## config.mk

```make
export PLATFORM = sky130hd
export DESIGN_NAME = asr_top
export DESIGN_NICKNAME = d
export VERILOG_FILES = /design/src/asr_pkg.sv /design/src/asr_baud.sv /design/src/asr_rxcore.sv /design/src/asr_top.sv
export SDC_FILE = /design/constraint.sdc
export NUM_CORES = 1
export LEC_CHECK = 0
export CORE_MARGIN = 2
export CORE_UTILIZATION = 57
export CTS_CLUSTER_DIAMETER = 30
export DETAILED_ROUTE_END_ITERATION = 10
export DONT_BUFFER_PORTS = 1
export GPL_TIMING_DRIVEN = 0
export MAX_ROUTING_LAYER = met4
export PLACE_DENSITY = 0.81
export SLEW_MARGIN = 20
export SYNTH_ARGS = -nofsm -noshare
export SYNTH_HDL_FRONTEND = slang
export SYNTH_SLANG_ARGS = --single-unit
```

## constraint.sdc

```tcl
create_clock -name i_clk -period 1.9 [get_ports i_clk]
set_input_delay 0.38 -clock i_clk [delete_from_list [all_inputs] [get_ports i_clk]]
set_output_delay 0.38 -clock i_clk [all_outputs]
set_load 0.005 [all_outputs]
```

## src/asr_pkg.sv

```systemverilog
// Package with register map, field positions and types for the serial receive error block.
package asr_pkg;
  localparam int          ADDR_W          = 4;
  localparam int          DATA_W          = 8;
  localparam logic [3:0]  ADDR_MODE       = 4'h0;
  localparam logic [3:0]  ADDR_STATUS     = 4'h1;
  localparam logic [3:0]  ADDR_DATA       = 4'h2;
  localparam logic [3:0]  ADDR_IRQ_STAT   = 4'h3;
  localparam logic [3:0]  ADDR_IRQ_MASK   = 4'h4;
  localparam logic [3:0]  ADDR_CTRL       = 4'h5;
  localparam int          RATIO_SEL_BIT   = 3;
  localparam logic [7:0]  MODE_RSVD_VAL   = 8'h00;
  localparam logic [7:0]  MODE_RESET      = 8'h00;
  localparam int          ST_FULL         = 0;
  localparam int          ST_OVR          = 1;
  localparam int          ST_FRM          = 2;
  localparam int          ST_PAR          = 3;
  localparam int          CTRL_EN         = 0;
  localparam int          CTRL_ASYNC      = 1;
  localparam int          CTRL_PAREN      = 2;
  localparam int          CTRL_PARODD     = 3;
  localparam int          OVS_16          = 16;
  localparam int          OVS_8           = 8;
  localparam int          FRAME_DATA_BITS = 8;
  localparam int          CLK_HZ          = 20_000_000;

  // One received frame with its error indications.
  typedef struct packed {
    logic [7:0] data;
    logic       frm_err;
    logic       par_err;
  } asr_frame_t;

  // Register bus request.
  typedef struct packed {
    logic [3:0] addr;
    logic [7:0] wdata;
    logic       wr;
    logic       rd;
  } asr_bus_t;
endpackage : asr_pkg

```

## src/asr_baud.sv

```systemverilog
// Basic-clock tick generator at 16x or 8x the bit rate.
`timescale 1ns/100ps
module asr_baud
  import asr_pkg::*;
#(
  parameter int DIV_W = 16
) (
  input  wire logic             i_clk,
  input  wire logic             i_resetn,
  input  wire logic [DIV_W-1:0] i_div,
  output logic                  o_tick
);
  logic [DIV_W-1:0] cnt_q;

  // Tick once every i_div+1 system clocks; a zero divisor ticks every cycle.
  always_ff @(posedge i_clk or negedge i_resetn) begin
    if (!i_resetn) begin
      cnt_q  <= '0;
      o_tick <= 1'b0;
    end else if (cnt_q >= i_div) begin
      cnt_q  <= '0;
      o_tick <= 1'b1;
    end else begin
      cnt_q  <= cnt_q + 1'b1;
      o_tick <= 1'b0;
    end
  end
endmodule : asr_baud

```

## src/asr_rxcore.sv

```systemverilog
// Serial frame sampler: start detect, mid-bit sampling, parity and stop check.
`timescale 1ns/100ps
module asr_rxcore
  import asr_pkg::*;
(
  input  wire logic i_clk,
  input  wire logic i_resetn,
  input  wire logic i_tick,
  input  wire logic i_ovs8,
  input  wire logic i_enable,
  input  wire logic i_par_en,
  input  wire logic i_par_odd,
  input  wire logic i_rxd,
  output logic      o_done,
  output asr_frame_t o_frame
);
  typedef enum logic [1:0] {RX_IDLE, RX_START, RX_BITS, RX_STOP} asr_rx_state_t;
  asr_rx_state_t state_q;
  logic [4:0]    sub_q;
  logic [3:0]    bit_q;
  logic [8:0]    shift_q;
  logic          rxd_q;
  logic [4:0]    ovs;
  logic [4:0]    half;
  logic [3:0]    nbits;

  assign ovs   = i_ovs8 ? 5'(OVS_8) : 5'(OVS_16);
  assign half  = ovs >> 1;
  assign nbits = i_par_en ? 4'(FRAME_DATA_BITS + 1) : 4'(FRAME_DATA_BITS);

  // Previous line level for falling-edge detection.
  always_ff @(posedge i_clk or negedge i_resetn) begin
    if (!i_resetn) rxd_q <= 1'b1;
    else           rxd_q <= i_rxd;
  end

  always_ff @(posedge i_clk or negedge i_resetn) begin
    if (!i_resetn) begin
      state_q <= RX_IDLE;
      sub_q   <= '0;
      bit_q   <= '0;
      shift_q <= '0;
      o_done  <= 1'b0;
      o_frame <= '0;
    end else begin
      o_done <= 1'b0;
      case (state_q)
        RX_IDLE: begin
          if (i_enable && rxd_q && !i_rxd) begin
            state_q <= RX_START;
            sub_q   <= '0;
          end
        end
        RX_START: begin
          if (i_tick) begin
            if (sub_q == half - 5'd1) begin
              // A start bit gone high at mid-bit was a glitch.
              state_q <= i_rxd ? RX_IDLE : RX_BITS;
              sub_q   <= '0;
              bit_q   <= '0;
            end else begin
              sub_q <= sub_q + 5'd1;
            end
          end
        end
        RX_BITS: begin
          if (i_tick) begin
            if (sub_q == ovs - 5'd1) begin
              sub_q   <= '0;
              shift_q <= {i_rxd, shift_q[8:1]};
              bit_q   <= bit_q + 4'd1;
              if (bit_q == nbits - 4'd1) state_q <= RX_STOP;
            end else begin
              sub_q <= sub_q + 5'd1;
            end
          end
        end
        RX_STOP: begin
          if (i_tick) begin
            if (sub_q == ovs - 5'd1) begin
              state_q         <= RX_IDLE;
              sub_q           <= '0;
              o_done          <= 1'b1;
              o_frame.frm_err <= !i_rxd;
              o_frame.data    <= i_par_en ? shift_q[7:0] : shift_q[8:1];
              o_frame.par_err <= i_par_en && ((^shift_q) ^ i_par_odd);
            end else begin
              sub_q <= sub_q + 5'd1;
            end
          end
        end
        default: state_q <= RX_IDLE;
      endcase
    end
  end
endmodule : asr_rxcore

```

## src/asr_top.sv

```systemverilog
// Asynchronous serial receiver with error flags, register port and interrupt.
// Notes on behaviour
// - The basic clock is 16 times the bit rate when the select bit is 0 and 8 times when it is 1.
// - The select bit sits at bit 3 of the mode register, is read/write, resets to 0 and acts only in async mode.
// - A frame with any receive error leaves the receive-full flag as it was.
// - No frame is received while the overrun, framing or parity flag is set.
// - An overrun sets the overrun flag and drops the frame's data, whatever other errors it has.
// - Framing or parity errors alone set their flags, leave overrun clear and still store the byte.
// - Overrun with parity error sets both flags, leaves framing clear and drops the data.
// - Bits 7 to 4 of the mode register are reserved, read as a fixed value and cannot be written.
`timescale 1ns/100ps
module asr_top
  import asr_pkg::*;
#(
  parameter int DIV_W = 16
) (
  input  wire logic             i_clk,
  input  wire logic             i_resetn,
  input  wire logic [ADDR_W-1:0] i_addr,
  input  wire logic [DATA_W-1:0] i_wdata,
  input  wire logic             i_wr,
  input  wire logic             i_rd,
  input  wire logic [DIV_W-1:0] i_div,
  input  wire logic             i_rxd,
  output logic [DATA_W-1:0]     o_rdata,
  output logic                  o_irq
);
  asr_bus_t   bus;
  asr_frame_t frame;
  logic [3:0] mode_low_q;
  logic [3:0] ctrl_q;
  logic [7:0] rx_data_q;
  logic       full_q;
  logic       ovr_q;
  logic       frm_q;
  logic       par_q;
  logic [3:0] irq_stat_q;
  logic [3:0] irq_mask_q;
  logic       tick;
  logic       done;
  logic       err_any;
  logic       ovs8;
  logic       rx_enable;
  logic       wr_status;
  logic [3:0] ev;

  assign bus = '{addr: i_addr, wdata: i_wdata, wr: i_wr, rd: i_rd};

  // Byte-wide write decode helper.
  function automatic logic hit(input asr_bus_t b, input logic [3:0] a);
    return b.wr && (b.addr == a);
  endfunction : hit

  // ratio select honoured only in async mode.
  assign ovs8 = ctrl_q[CTRL_ASYNC] && mode_low_q[RATIO_SEL_BIT];
  assign err_any = ovr_q || frm_q || par_q;
  assign rx_enable = ctrl_q[CTRL_EN] && ctrl_q[CTRL_ASYNC] && !err_any;
  assign wr_status = hit(bus, ADDR_STATUS);

  asr_baud #(.DIV_W(DIV_W)) u_baud (
    .i_clk    (i_clk),
    .i_resetn (i_resetn),
    .i_div    (i_div),
    .o_tick   (tick)
  );

  asr_rxcore u_rx (
    .i_clk     (i_clk),
    .i_resetn  (i_resetn),
    .i_tick    (tick),
    .i_ovs8    (ovs8),
    .i_enable  (rx_enable),
    .i_par_en  (ctrl_q[CTRL_PAREN]),
    .i_par_odd (ctrl_q[CTRL_PARODD]),
    .i_rxd     (i_rxd),
    .o_done    (done),
    .o_frame   (frame)
  );

  // only the low nibble of the mode register is stored.
  always_ff @(posedge i_clk or negedge i_resetn) begin
    if (!i_resetn)                 mode_low_q <= MODE_RESET[3:0];
    else if (hit(bus, ADDR_MODE))  mode_low_q <= bus.wdata[3:0];
  end

  // Control bits: enable, async mode, parity enable, odd parity.
  always_ff @(posedge i_clk or negedge i_resetn) begin
    if (!i_resetn)                 ctrl_q <= '0;
    else if (hit(bus, ADDR_CTRL))  ctrl_q <= bus.wdata[3:0];
  end

  // byte stored on framing or parity error alone.
  always_ff @(posedge i_clk or negedge i_resetn) begin
    if (!i_resetn)             rx_data_q <= '0;
    else if (done && !full_q)  rx_data_q <= frame.data;
  end

  // Receive-full flag: set by a clean frame, cleared by writing 0, set wins.
  // full flag kept on error.
  always_ff @(posedge i_clk or negedge i_resetn) begin
    if (!i_resetn) begin
      full_q <= 1'b0;
    end else if (done && !full_q && !frame.frm_err && !frame.par_err) begin
      full_q <= 1'b1;
    end else if (wr_status && !bus.wdata[ST_FULL]) begin
      full_q <= 1'b0;
    end
  end

  // Error flags are cleared by writing 0, so writing back a read value also clears a flag that rose after the read; set wins.
  // overrun and parity flagged together, framing from the frame only.
  always_ff @(posedge i_clk or negedge i_resetn) begin
    if (!i_resetn) begin
      ovr_q <= 1'b0;
      frm_q <= 1'b0;
      par_q <= 1'b0;
    end else begin
      ovr_q <= (done && full_q) || (ovr_q && !(wr_status && !bus.wdata[ST_OVR]));
      frm_q <= (done && frame.frm_err) || (frm_q && !(wr_status && !bus.wdata[ST_FRM]));
      par_q <= (done && frame.par_err) || (par_q && !(wr_status && !bus.wdata[ST_PAR]));
    end
  end

  // Interrupt events mirror the status layout; write one to clear, set wins.
  assign ev = {done && frame.par_err, done && frame.frm_err, done && full_q,
               done && !full_q && !frame.frm_err && !frame.par_err};
  always_ff @(posedge i_clk or negedge i_resetn) begin
    if (!i_resetn) irq_stat_q <= '0;
    else           irq_stat_q <= ev | (irq_stat_q & ~(hit(bus, ADDR_IRQ_STAT) ? bus.wdata[3:0] : 4'h0));
  end

  always_ff @(posedge i_clk or negedge i_resetn) begin
    if (!i_resetn)                    irq_mask_q <= '0;
    else if (hit(bus, ADDR_IRQ_MASK)) irq_mask_q <= bus.wdata[3:0];
  end

  assign o_irq = |(irq_stat_q & irq_mask_q);

  // Read data registered one cycle after the strobe; unmapped reads return zero.
  always_ff @(posedge i_clk or negedge i_resetn) begin
    if (!i_resetn) begin
      o_rdata <= '0;
    end else if (bus.rd) begin
      case (bus.addr)
        ADDR_MODE:     o_rdata <= {MODE_RSVD_VAL[7:4], mode_low_q};
        ADDR_STATUS:   o_rdata <= {4'h0, par_q, frm_q, ovr_q, full_q};
        ADDR_DATA:     o_rdata <= rx_data_q;
        ADDR_IRQ_STAT: o_rdata <= {4'h0, irq_stat_q};
        ADDR_IRQ_MASK: o_rdata <= {4'h0, irq_mask_q};
        ADDR_CTRL:     o_rdata <= {4'h0, ctrl_q};
        default:       o_rdata <= '0;
      endcase
    end else begin
      o_rdata <= '0;
    end
  end

  // no new frame accepted while an error flag stands.
  halt_on_err_a: assert property (@(posedge i_clk) disable iff (!i_resetn)
    err_any |-> !done) else $error("frame completed with error flag set");

  ovr_keep_data_a: assert property (@(posedge i_clk) disable iff (!i_resetn)
    (done && full_q) |=> (ovr_q && $stable(rx_data_q))) else $error("overrun changed data");

  // framing error alone stores data and no overrun.
  frm_store_a: assert property (@(posedge i_clk) disable iff (!i_resetn)
    (done && !full_q && frame.frm_err) |=> (frm_q && !ovr_q && rx_data_q == $past(frame.data)))
    else $error("framing error handling wrong");

  // errored frame leaves full flag unchanged.
  full_kept_a: assert property (@(posedge i_clk) disable iff (!i_resetn)
    (done && (frame.frm_err || frame.par_err) && !wr_status) |=> (full_q == $past(full_q)))
    else $error("full flag changed on error");

  ovr_par_a: assert property (@(posedge i_clk) disable iff (!i_resetn)
    (done && full_q && frame.par_err && !frame.frm_err && !frm_q) |=> (ovr_q && par_q && !frm_q))
    else $error("overrun plus parity flags wrong");

  // ratio select ignored outside async mode.
  ratio_async_a: assert property (@(posedge i_clk) disable iff (!i_resetn)
    (!ctrl_q[CTRL_ASYNC] || !mode_low_q[RATIO_SEL_BIT]) |-> (u_rx.ovs == 5'(OVS_16)))
    else $error("ratio select active outside async mode");

  rsvd_read_a: assert property (@(posedge i_clk) disable iff (!i_resetn)
    (bus.rd && bus.addr == ADDR_MODE) |=> (o_rdata[7:4] == MODE_RSVD_VAL[7:4]))
    else $error("reserved bits not fixed");

  tick_period_a: assert property (@(posedge i_clk) disable iff (!i_resetn)
    (tick && i_div != '0) |=> !tick) else $error("tick period wrong");
endmodule : asr_top

```

== After elaboration in Yosys (flattened, before gate mapping) ==
Index checks and enable logic that the tools add are counted.

* Register bits: 85
* Bits of input ports: 33
* Output and inout port bits: 9
* Logic and storage cells: 140

* $add $sub $neg: 6
* Order comparisons: 1
* Equal/unequal tests: 20
* Mux-type cells: 34
* Bitwise gates (word level): 5
* Reductions and logical operators: 53

{| class="wikitable"
|+ Operators with widths
! cell !! number
|-
| 8-bit case mux with 6 select lines || 1
|-
| 5-bit two-way mux || 6
|-
| 1-bit logical AND || 24
|-
| 4-bit two-way mux || 5
|-
| 2-bit two-way mux || 9
|-
| 16-bit by 1-bit adder with 16-bit output, second input constant || 1
|-
| 16-bit >= comparator || 1
|-
| 16-bit two-way mux || 1
|-
| 8-bit two-way mux || 2
|-
| 5-bit case mux with 3 select lines || 1
|-
| 1-bit zero test || 12
|-
| 2-bit by 1-bit != test with 1-bit output, second input constant || 6
|-
| 5-bit == test || 2
|-
| 3-bit AND reduction || 3
|-
| 9-bit parity || 1
|-
| 4-bit bitwise AND || 2
|-
| 4-bit by 2-bit == test with 1-bit output, second input constant || 2
|-
| 4-bit by 3-bit == test with 1-bit output, second input constant || 2
|-
| 2-bit case mux with 4 select lines || 1
|-
| 4-bit case mux with 2 select lines || 1
|-
| 8-bit AND reduction || 1
|-
| 1-bit two-way mux || 7
|-
| 2-bit != test, second input constant || 3
|-
| 5-bit by 1-bit adder with 5-bit output, second input constant || 1
|-
| other kinds (18) || 24
|}

== Depth between registers and ports, before layout ==
Gate-level depths: netlist of the first run.

* Word-level depth: 8
* Gate-level depth with buffers: 8
* Gate-level depth less buffers: 7

== By module ==
From an unflattened synthesis of the first run, not the netlist that was laid out.

* Cells, all modules: 425
* Area, all modules: 4575.6 um^2

{| class="wikitable"
|+ By module, submodules not included
! module !! instances !! cells each !! area each (um^2) !! sequential area each (um^2)
|-
| asr_top || 1 || 128 || 1667.8 || 900.9
|-
| asr_rxcore || 1 || 166 || 1622.8 || 802.0
|-
| asr_baud || 1 || 131 || 1285.0 || 425.4
|}

== Least setup slack after synthesis of the first run ==
No wires, ideal clock.

* Kind: register to register
* Start: reg u_baud.cnt_q[6]
* End: reg u_baud.cnt_q[10]
* Setup time: 0.121 ns
* Data arrival time: 1.842 ns
* Data required time: 1.779 ns
* Path slack: -0.063 ns
* Cell stages (with the launch flop): 7
* Buffers on the path: 1
* Period minus slack after synthesis: 1.963 ns
* Cell sequence: dfrtp_1 > ha_1 > nand4_1 > o311a_1 > o211ai_1 > buf_2 > nor2_1

* Cells in the longest elaborated chain, start to end: 2
* Elaborated cells on any way between the ends: 3
* Classes of those cells: 1 x add/sub; 1 x order compare; 1 x mux

{| class="wikitable"
|+ RTL lines
! element !! RTL line !! source
|-
| start: declaration || asr_baud.sv:13 || <nowiki>logic [DIV_W-1:0] cnt_q;</nowiki>
|-
| start signal: assignment || asr_baud.sv:24 || <nowiki>cnt_q <= cnt_q + 1'b1;</nowiki>
|-
| 16-bit by 1-bit adder with 16-bit output / 16-bit >= comparator (equally long branches) || asr_baud.sv:24, asr_baud.sv:20 ||
|-
| 16-bit two-way mux (*) || asr_baud.sv:20 || <nowiki>end else if (cnt_q >= i_div) begin</nowiki>
|}

Every way passes the cells marked *; elsewhere a longest branch is shown, timed or not.
A chain may end at the register's enable or synchronous reset.

== Worst setup path after layout of the first run ==
* Start: reg u_baud.cnt_q[2]
* End: reg u_baud.cnt_q[3]

Same word-level chain as after synthesis.

==> results of run 1 <==
-- stage by stage --
step | std cells | instance area (um^2)
final | 539 | 4950
after CTS | 526 | 4750
after global routing | 539 | 4950
after detailed placement | 504 | 4460
after global placement | 504 | 4460
after floorplan | 405 | 4330
-- cell families (layout without fill, tap and decap cells) --
logic type               after synthesis  after routing  share of synthesized area [%]
AO/OA/AOI/OAI                         64             64                           9.94
XOR/XNOR                              23             23                           4.98
adder cells (fa/ha/maj)               19             19                           5.50
buffers and inverters                 34             69                           3.24
flip-flops                            85             85                           49.3
multiplexers                          46             46                           12.1
AND/OR/NAND/NOR                      134            134                           14.9
-- Yosys cell counts (2+ instances only) --
master / number
a211oi_1: 3
a21bo_2: 2
a21o_1: 4
a21oi_1: 21
a221oi_1: 2
a22o_1: 5
a22o_2: 2
a22oi_1: 3
and2_1: 4
and4_1: 4
buf_1: 2
buf_2: 4
clkbuf_1: 4
dfrtp_1: 84
ha_1: 19
inv_1: 23
mux2_2: 31
mux2i_1: 13
mux4_2: 2
nand2_1: 32
nand2b_1: 4
nand3_1: 18
nand3b_1: 4
nand4_1: 4
nor2_1: 46
nor2b_1: 4
nor3_1: 7
o21ai_0: 10
o22ai_1: 2
o31ai_1: 2
xnor2_1: 10
xor2_1: 12
-- repair_timing --
action	4_1_cts	5_1_grt
gates cloned	0	1
endpoints found under the hold margin	86	85
gates resized for setup	5	25
setup buffers	5	12
pin swaps	2	13
setup endpoints to repair	29	33
-- layout make-up --
| type | count | share of cell area, % |
|---|---|---|
| repair buffers | 19 | 2.88 |
| clock inverters | 3 | 1.36 |
| well taps | 99 | 2.50 |
| multi-input cells | 286 | 44.0 |
| flip-flops and latches | 85 | 43.1 |
| plain buffers | 11 | 1.21 |
| inverters | 23 | 1.74 |
| clock buffers | 13 | 3.21 |
-- per-layer routing --
metal	up-vias	GRT usage, %
met2	68	33.7
met3	7	5.81
li1	1480	-
met5	-	-
met1	1521	29.8
met4	0	5.81
-- registers in the layout, indices dropped and copies added, names as in the netlist, 5 cells and up, named ones only --
| register | count |
|---|---|
| rx_data_q | 8 |
| u_rx.sub_q | 5 |
| u_rx.shift_q | 9 |
| o_rdata | 8 |
| u_rx.o_frame | 10 |
| u_baud.cnt_q | 16 |
-- critical path, cell delays in order, from the launching register on --
cell and delay [ns]:
dfrtp_2 0.42, ha_4 0.28, a211o_1 0.16, a31oi_4 0.04, o311a_1 0.30, o211ai_1 0.30, buf_4 0.23, nor2_1 0.07
-- report_power, final --
group	leakage [uW]	internal [uW]	switching, uW
Sequential	0.00112	1970	172
Clock	0.000110	815	621
Combinational	0.00107	414	315
Total	0.00230	3200	1110
-- worst max path at each step --
stage | end | slack [ns]
2_1_floorplan | u_baud.cnt_q[9]$_DFF_PN0_ | -0.02
3_3_place_gp | u_baud.cnt_q[14]$_DFF_PN0_ | -0.28
3_5_place_dp | u_baud.cnt_q[8]$_DFF_PN0_ | -0.33
4_1_cts | u_rx.bit_q[2]$_DFFE_PN0P_ | -0.005
5_1_grt | u_baud.cnt_q[3]$_DFF_PN0_ | -0.07
6_report | u_baud.cnt_q[3]$_DFF_PN0_ | -0.02
==> impl_metrics.json, run 1 <==
{
  "hp-class": "in -> async",
  "multi_input_area_um2": 2180,
  "setup_ws_ns": -0.0169,
  "initialDrtViolationCount": 173,
  "grt-ovfl-total": 0,
  "io-pin-count": 42,
  "syn_nets": 457,
  "yosysTopAreaCell": "dfrtp_1",
  "period_minus_slack_ns": 1.92,
  "fillers": 557,
  "run_status": "finished, violations left",
  "dr.pass1.iters": 4,
  "htreeDepth": 3,
  "antenna_cells": 0,
  "drv_slew": 0,
  "synth-seq-cells": 85,
  "ys_seq_area_share_pct": 49.3,
  "maxCapViolations": 0,
  "drive_gt1_share_pct": 23.0,
  "grt_pass1_wl_um": 14300,
  "clk_path_buf_depth": 2,
  "hold_buffers": 1,
  "drc": 0,
  "met2WireLength_um": 4210,
  "synth_ff_type": "dfrtp_1",
  "grt_max_degree": 86,
  "timing.rr.end": "u_baud.cnt_q[3]$_DFF_PN0_",
  "dp_hpwl_um": 5750,
  "async_reset_ff_share_pct": 100,
  "routed_wl_um": 8530,
  "nNetsFinal": 487,
  "timing.fmax_ghz": 0.522,
  "arrival_ns": 2.14,
  "hold_violations": 85,
  "skew_ns": 0.0166,
  "highest_layer": "met4",
  "cts_tree": "done",
  "setup_viol": 5,
  "avgSynthCellArea_um2": 10.7,
  "worstSetupPathType": "reg -> reg",
  "yosysWarnings": 0,
  "leakage_uw": 0.00230,
  "startpoint_type": "register",
  "worst_pin_slew_ns": 0.601,
  "vias": 3076,
  "die_w_um": 91.1,
  "synth_edf_count": 0,
  "rsz0062_at_grt": "true",
  "setup-tns-final_ns": -0.0419,
  "clock_latency_ns": 0.35,
  "clkTransAtPathRegs_ns": 0.09,
  "fin_crit_sh_pct": 101,
  "utilization_pct": 67.9,
  "cts_sinks": 85,
  "dp_slack_ns": -0.330,
  "end_kind": "register",
  "violations": "hold timing, setup timing",
  "synthToLayoutAreaGrowth_pct": 14.6,
  "synth_area_um2": 4320,
  "wl_per_cell_um": 15.8,
  "slew_headroom_pct": 59.9,
  "yosys-top-cells-area": "dfrtp_1 49%, mux2_2 8.1%, ha_1 5.5%, nor2_1 4.0%, mux2i_1 3.0%",
  "peakVddDrop_mv": 0.485,
  "start_util_pct": 59.2,
  "cts_buffers": 9,
  "ant_nets": 0,
  "critPathMaxFanout": 7,
  "power.density_nw_per_um2": 869,
  "gp_congestion": 0.879,
  "ff2ff_path_depth": 7,
  "final_common_cell": "dfrtp_1",
  "rows": 31,
  "rrSetupSlack_ns": -0.02,
  "root_buffer": "clkbuf_8",
  "crit_start": "u_baud.cnt_q[2]$_DFF_PN0_",
  "synthCells": 405,
  "grt.total_usage_pct": 22.1,
  "regArea_um2": 2130,
  "coreArea_um2": 7290,
  "port_buffers": 0,
  "wl_met1_um": 3830,
  "dieArea_um2": 8290,
  "met3_length_um": 434,
  "antenna_found_initial": 0,
  "die_y_um": 91.1,
  "hold-worst-slack_ns": -0.291,
  "ys_types": 50,
  "vias_per_cell": 5.71,
  "worstPathRequired_ns": 2.13,
  "netlist.area_leader.share_pct": 48.7,
  "rr_startpoint": "u_baud.cnt_q[2]$_DFF_PN0_",
  "total_power_uw": 4300,
  "grt_pass1_vias": 3027,
  "final_cell_mix": "79 x dfrtp_1, 40 x nor2_1, 32 x nand2_1"
}
Note: power is estimated with default switching activity, not from simulation.
==> run 2, diff against run 1 <==
- CTS_BUF_LIST: unset -> sky130_fd_sc_hd__clkbuf_16
==> impl_metrics.json, run 2 (synthesis results as in run 1) <==
{
  "grt-ovfl-total": 0,
  "root_buffer": "clkbuf_16",
  "clkTransAtPathRegs_ns": 0.06,
  "power_frac_clock_pct": 38.6,
  "wl_per_cell_um": 16.2,
  "hp-class": "in -> async",
  "io-pin-count": 42,
  "grt_pass1_wl_um": 14400,
  "die_w_um": 91.1,
  "drv_slew": 0,
  "setup_viol": 4,
  "total_power_uw": 4670,
  "largest_register": "u_baud.cnt_q",
  "p_comb_share_pct": 15.5,
  "start_util_pct": 59.2,
  "power.internal_uw": 3510,
  "drive_gt1_share_pct": 22.1,
  "setup-tns-final_ns": -0.0237,
  "hold_violations": 85,
  "arrival_ns": 2.13,
  "cts_buffers": 9,
  "power_switching_uw": 1160,
  "fin_area_um2": 5010,
  "timing.fmax_ghz": 0.521,
  "cts_sinks": 85,
  "largest_reg_flops": 16,
  "period_minus_slack_ns": 1.92,
  "routed_wl_um": 8720,
  "worst_pin_slew_ns": 0.635,
  "die_y_um": 91.1,
  "place_area_um2": 4460,
  "antenna_cells": 0,
  "vias": 3081,
  "rsz0062_at_grt": "true",
  "cts_tree": "done",
  "run_status": "finished, violations left",
  "maxCapViolations": 0,
  "grt.total_usage_pct": 22.4,
  "initialDrtViolationCount": 179,
  "critPathMaxFanout": 7,
  "coreArea_um2": 7290,
  "antenna_found_initial": 0,
  "nNetsFinal": 485,
  "end_kind": "register",
  "power_frac_seq_pct": 45.9,
  "clk_path_buf_depth": 2,
  "fin_crit_sh_pct": 101,
  "grt_pass1_vias": 3019,
  "worstPathRequired_ns": 2.11,
  "gp_congestion": 0.879,
  "startpoint_type": "register",
  "ant_nets": 0,
  "power.density_nw_per_um2": 931,
  "leakage_uw": 0.00234,
  "drc": 0,
  "fillers": 561,
  "final_cell_mix": "80 x dfrtp_1, 40 x nor2_1, 32 x nand2_1",
  "clock_latency_ns": 0.33,
  "hold-worst-slack_ns": -0.266,
  "violations": "hold timing, setup timing",
  "port_buffers": 0,
  "swShare_pct": 24.9,
  "rows": 31,
  "vias_per_cell": 5.74,
  "dp_hpwl_um": 5750,
  "skew_ns": 0.00989,
  "synthToLayoutAreaGrowth_pct": 16.0,
  "reg.largest.list": "u_baud.cnt_q: 16 flops, u_rx.o_frame: 10 flops, u_rx.shift_q: 9 flops",
  "worstSetupPathType": "reg -> reg",
  "grt_max_degree": 86,
  "final_common_cell": "dfrtp_1",
  "peakVddDrop_mv": 0.498,
  "dr.pass1.iters": 4,
  "dieArea_um2": 8290,
  "htreeDepth": 3,
  "setup_ws_ns": -0.0199,
  "slew_headroom_pct": 57.6
}
-- run 2: cell count changes in the layout (fill, tap and decap cells not counted), sizes merged --
cell / previous run / this run
inv: 23 / 25
clkinv: 0 / 2
buf: 25 / 24
clkbuf: 17 / 13
dlygate4sd3: 1 / 0
-- run 2: worst paths after layout --
check,slack (ns),from,end,depth (start not counted)
worst max-delay path,-0.02,u_baud.cnt_q[5]$_DFF_PN0_,u_baud.cnt_q[6]$_DFF_PN0_,6
worst min-delay path,-0.27,i_resetn,u_rx.sub_q[3]$_DFFE_PN0P_,0
worst max register to register,-0.02,u_baud.cnt_q[5]$_DFF_PN0_,u_baud.cnt_q[6]$_DFF_PN0_,6
worst min register to register,0.48,rx_data_q[7]$_DFFE_PN0P_,o_rdata[7]$_DFF_PN0_,1
max in group asynchronous,1.95,i_resetn,u_rx.rxd_q$_DFF_PN1_,0
min in group i_clk,0.04,i_rxd,u_rx.rxd_q$_DFF_PN1_,0
-- run 2: per-layer routing --
metal / track usage (%) / routed length, um / part of all wire, %
met1: 29.9 / 3920 / 45
met2: 33.6 / 4220 / 48
met3: 5.23 / 447 / 5.1
met4: 8.59 / 128 / 1.5
met5: - / 0 / 0
-- run 2: power by group through the flow --
stage | Combinational, uW | Sequential, uW | Clock (uW)
after floorplan | 414 | 2120 | 0
after global placement | 466 | 2170 | 0
after detailed placement | 487 | 2180 | 0
after CTS | 499 | 2150 | 1840
after global routing | 806 | 2160 | 1910
final | 725 | 2140 | 1800
-- run 2: what timing repair did --
item	in CTS	in global routing
setup buffers	3	13
pin swaps	3	11
endpoints found under the setup margin	32	30
endpoints found under the hold margin	85	85
gates cloned	0	1
resized for setup	6	21
-- run 2: area by class of cell --
cell class	instances	area, um^2	share of cell area, %
flip-flops and latches	85	2130	42.6
inverters	23	86.3	1.72
clock buffers	9	225	4.50
well taps	99	124	2.47
repair buffers	17	125	2.50
clock inverters	7	82.6	1.65
multi-input cells	286	2170	43.4
plain buffers	11	60.1	1.20
-- run 2: worst max-delay path: stages, from the launching register on --
cell and delay [ns]:
dfrtp_1 0.41, ha_1 0.33, nand4_1 0.11, o311a_1 0.37, o211ai_1 0.29, buf_4 0.23, nor2_1 0.07
-- run 2: through the flow --
stage,setup slack (ns),util (%),instances
CTS,-0.0138,66.0,523
finish,-0.0199,68.7,537
global placement,-0.284,61.1,504
detailed placement,-0.330,61.1,504
global route,-0.114,68.7,537
floorplan,-0.0174,-,405
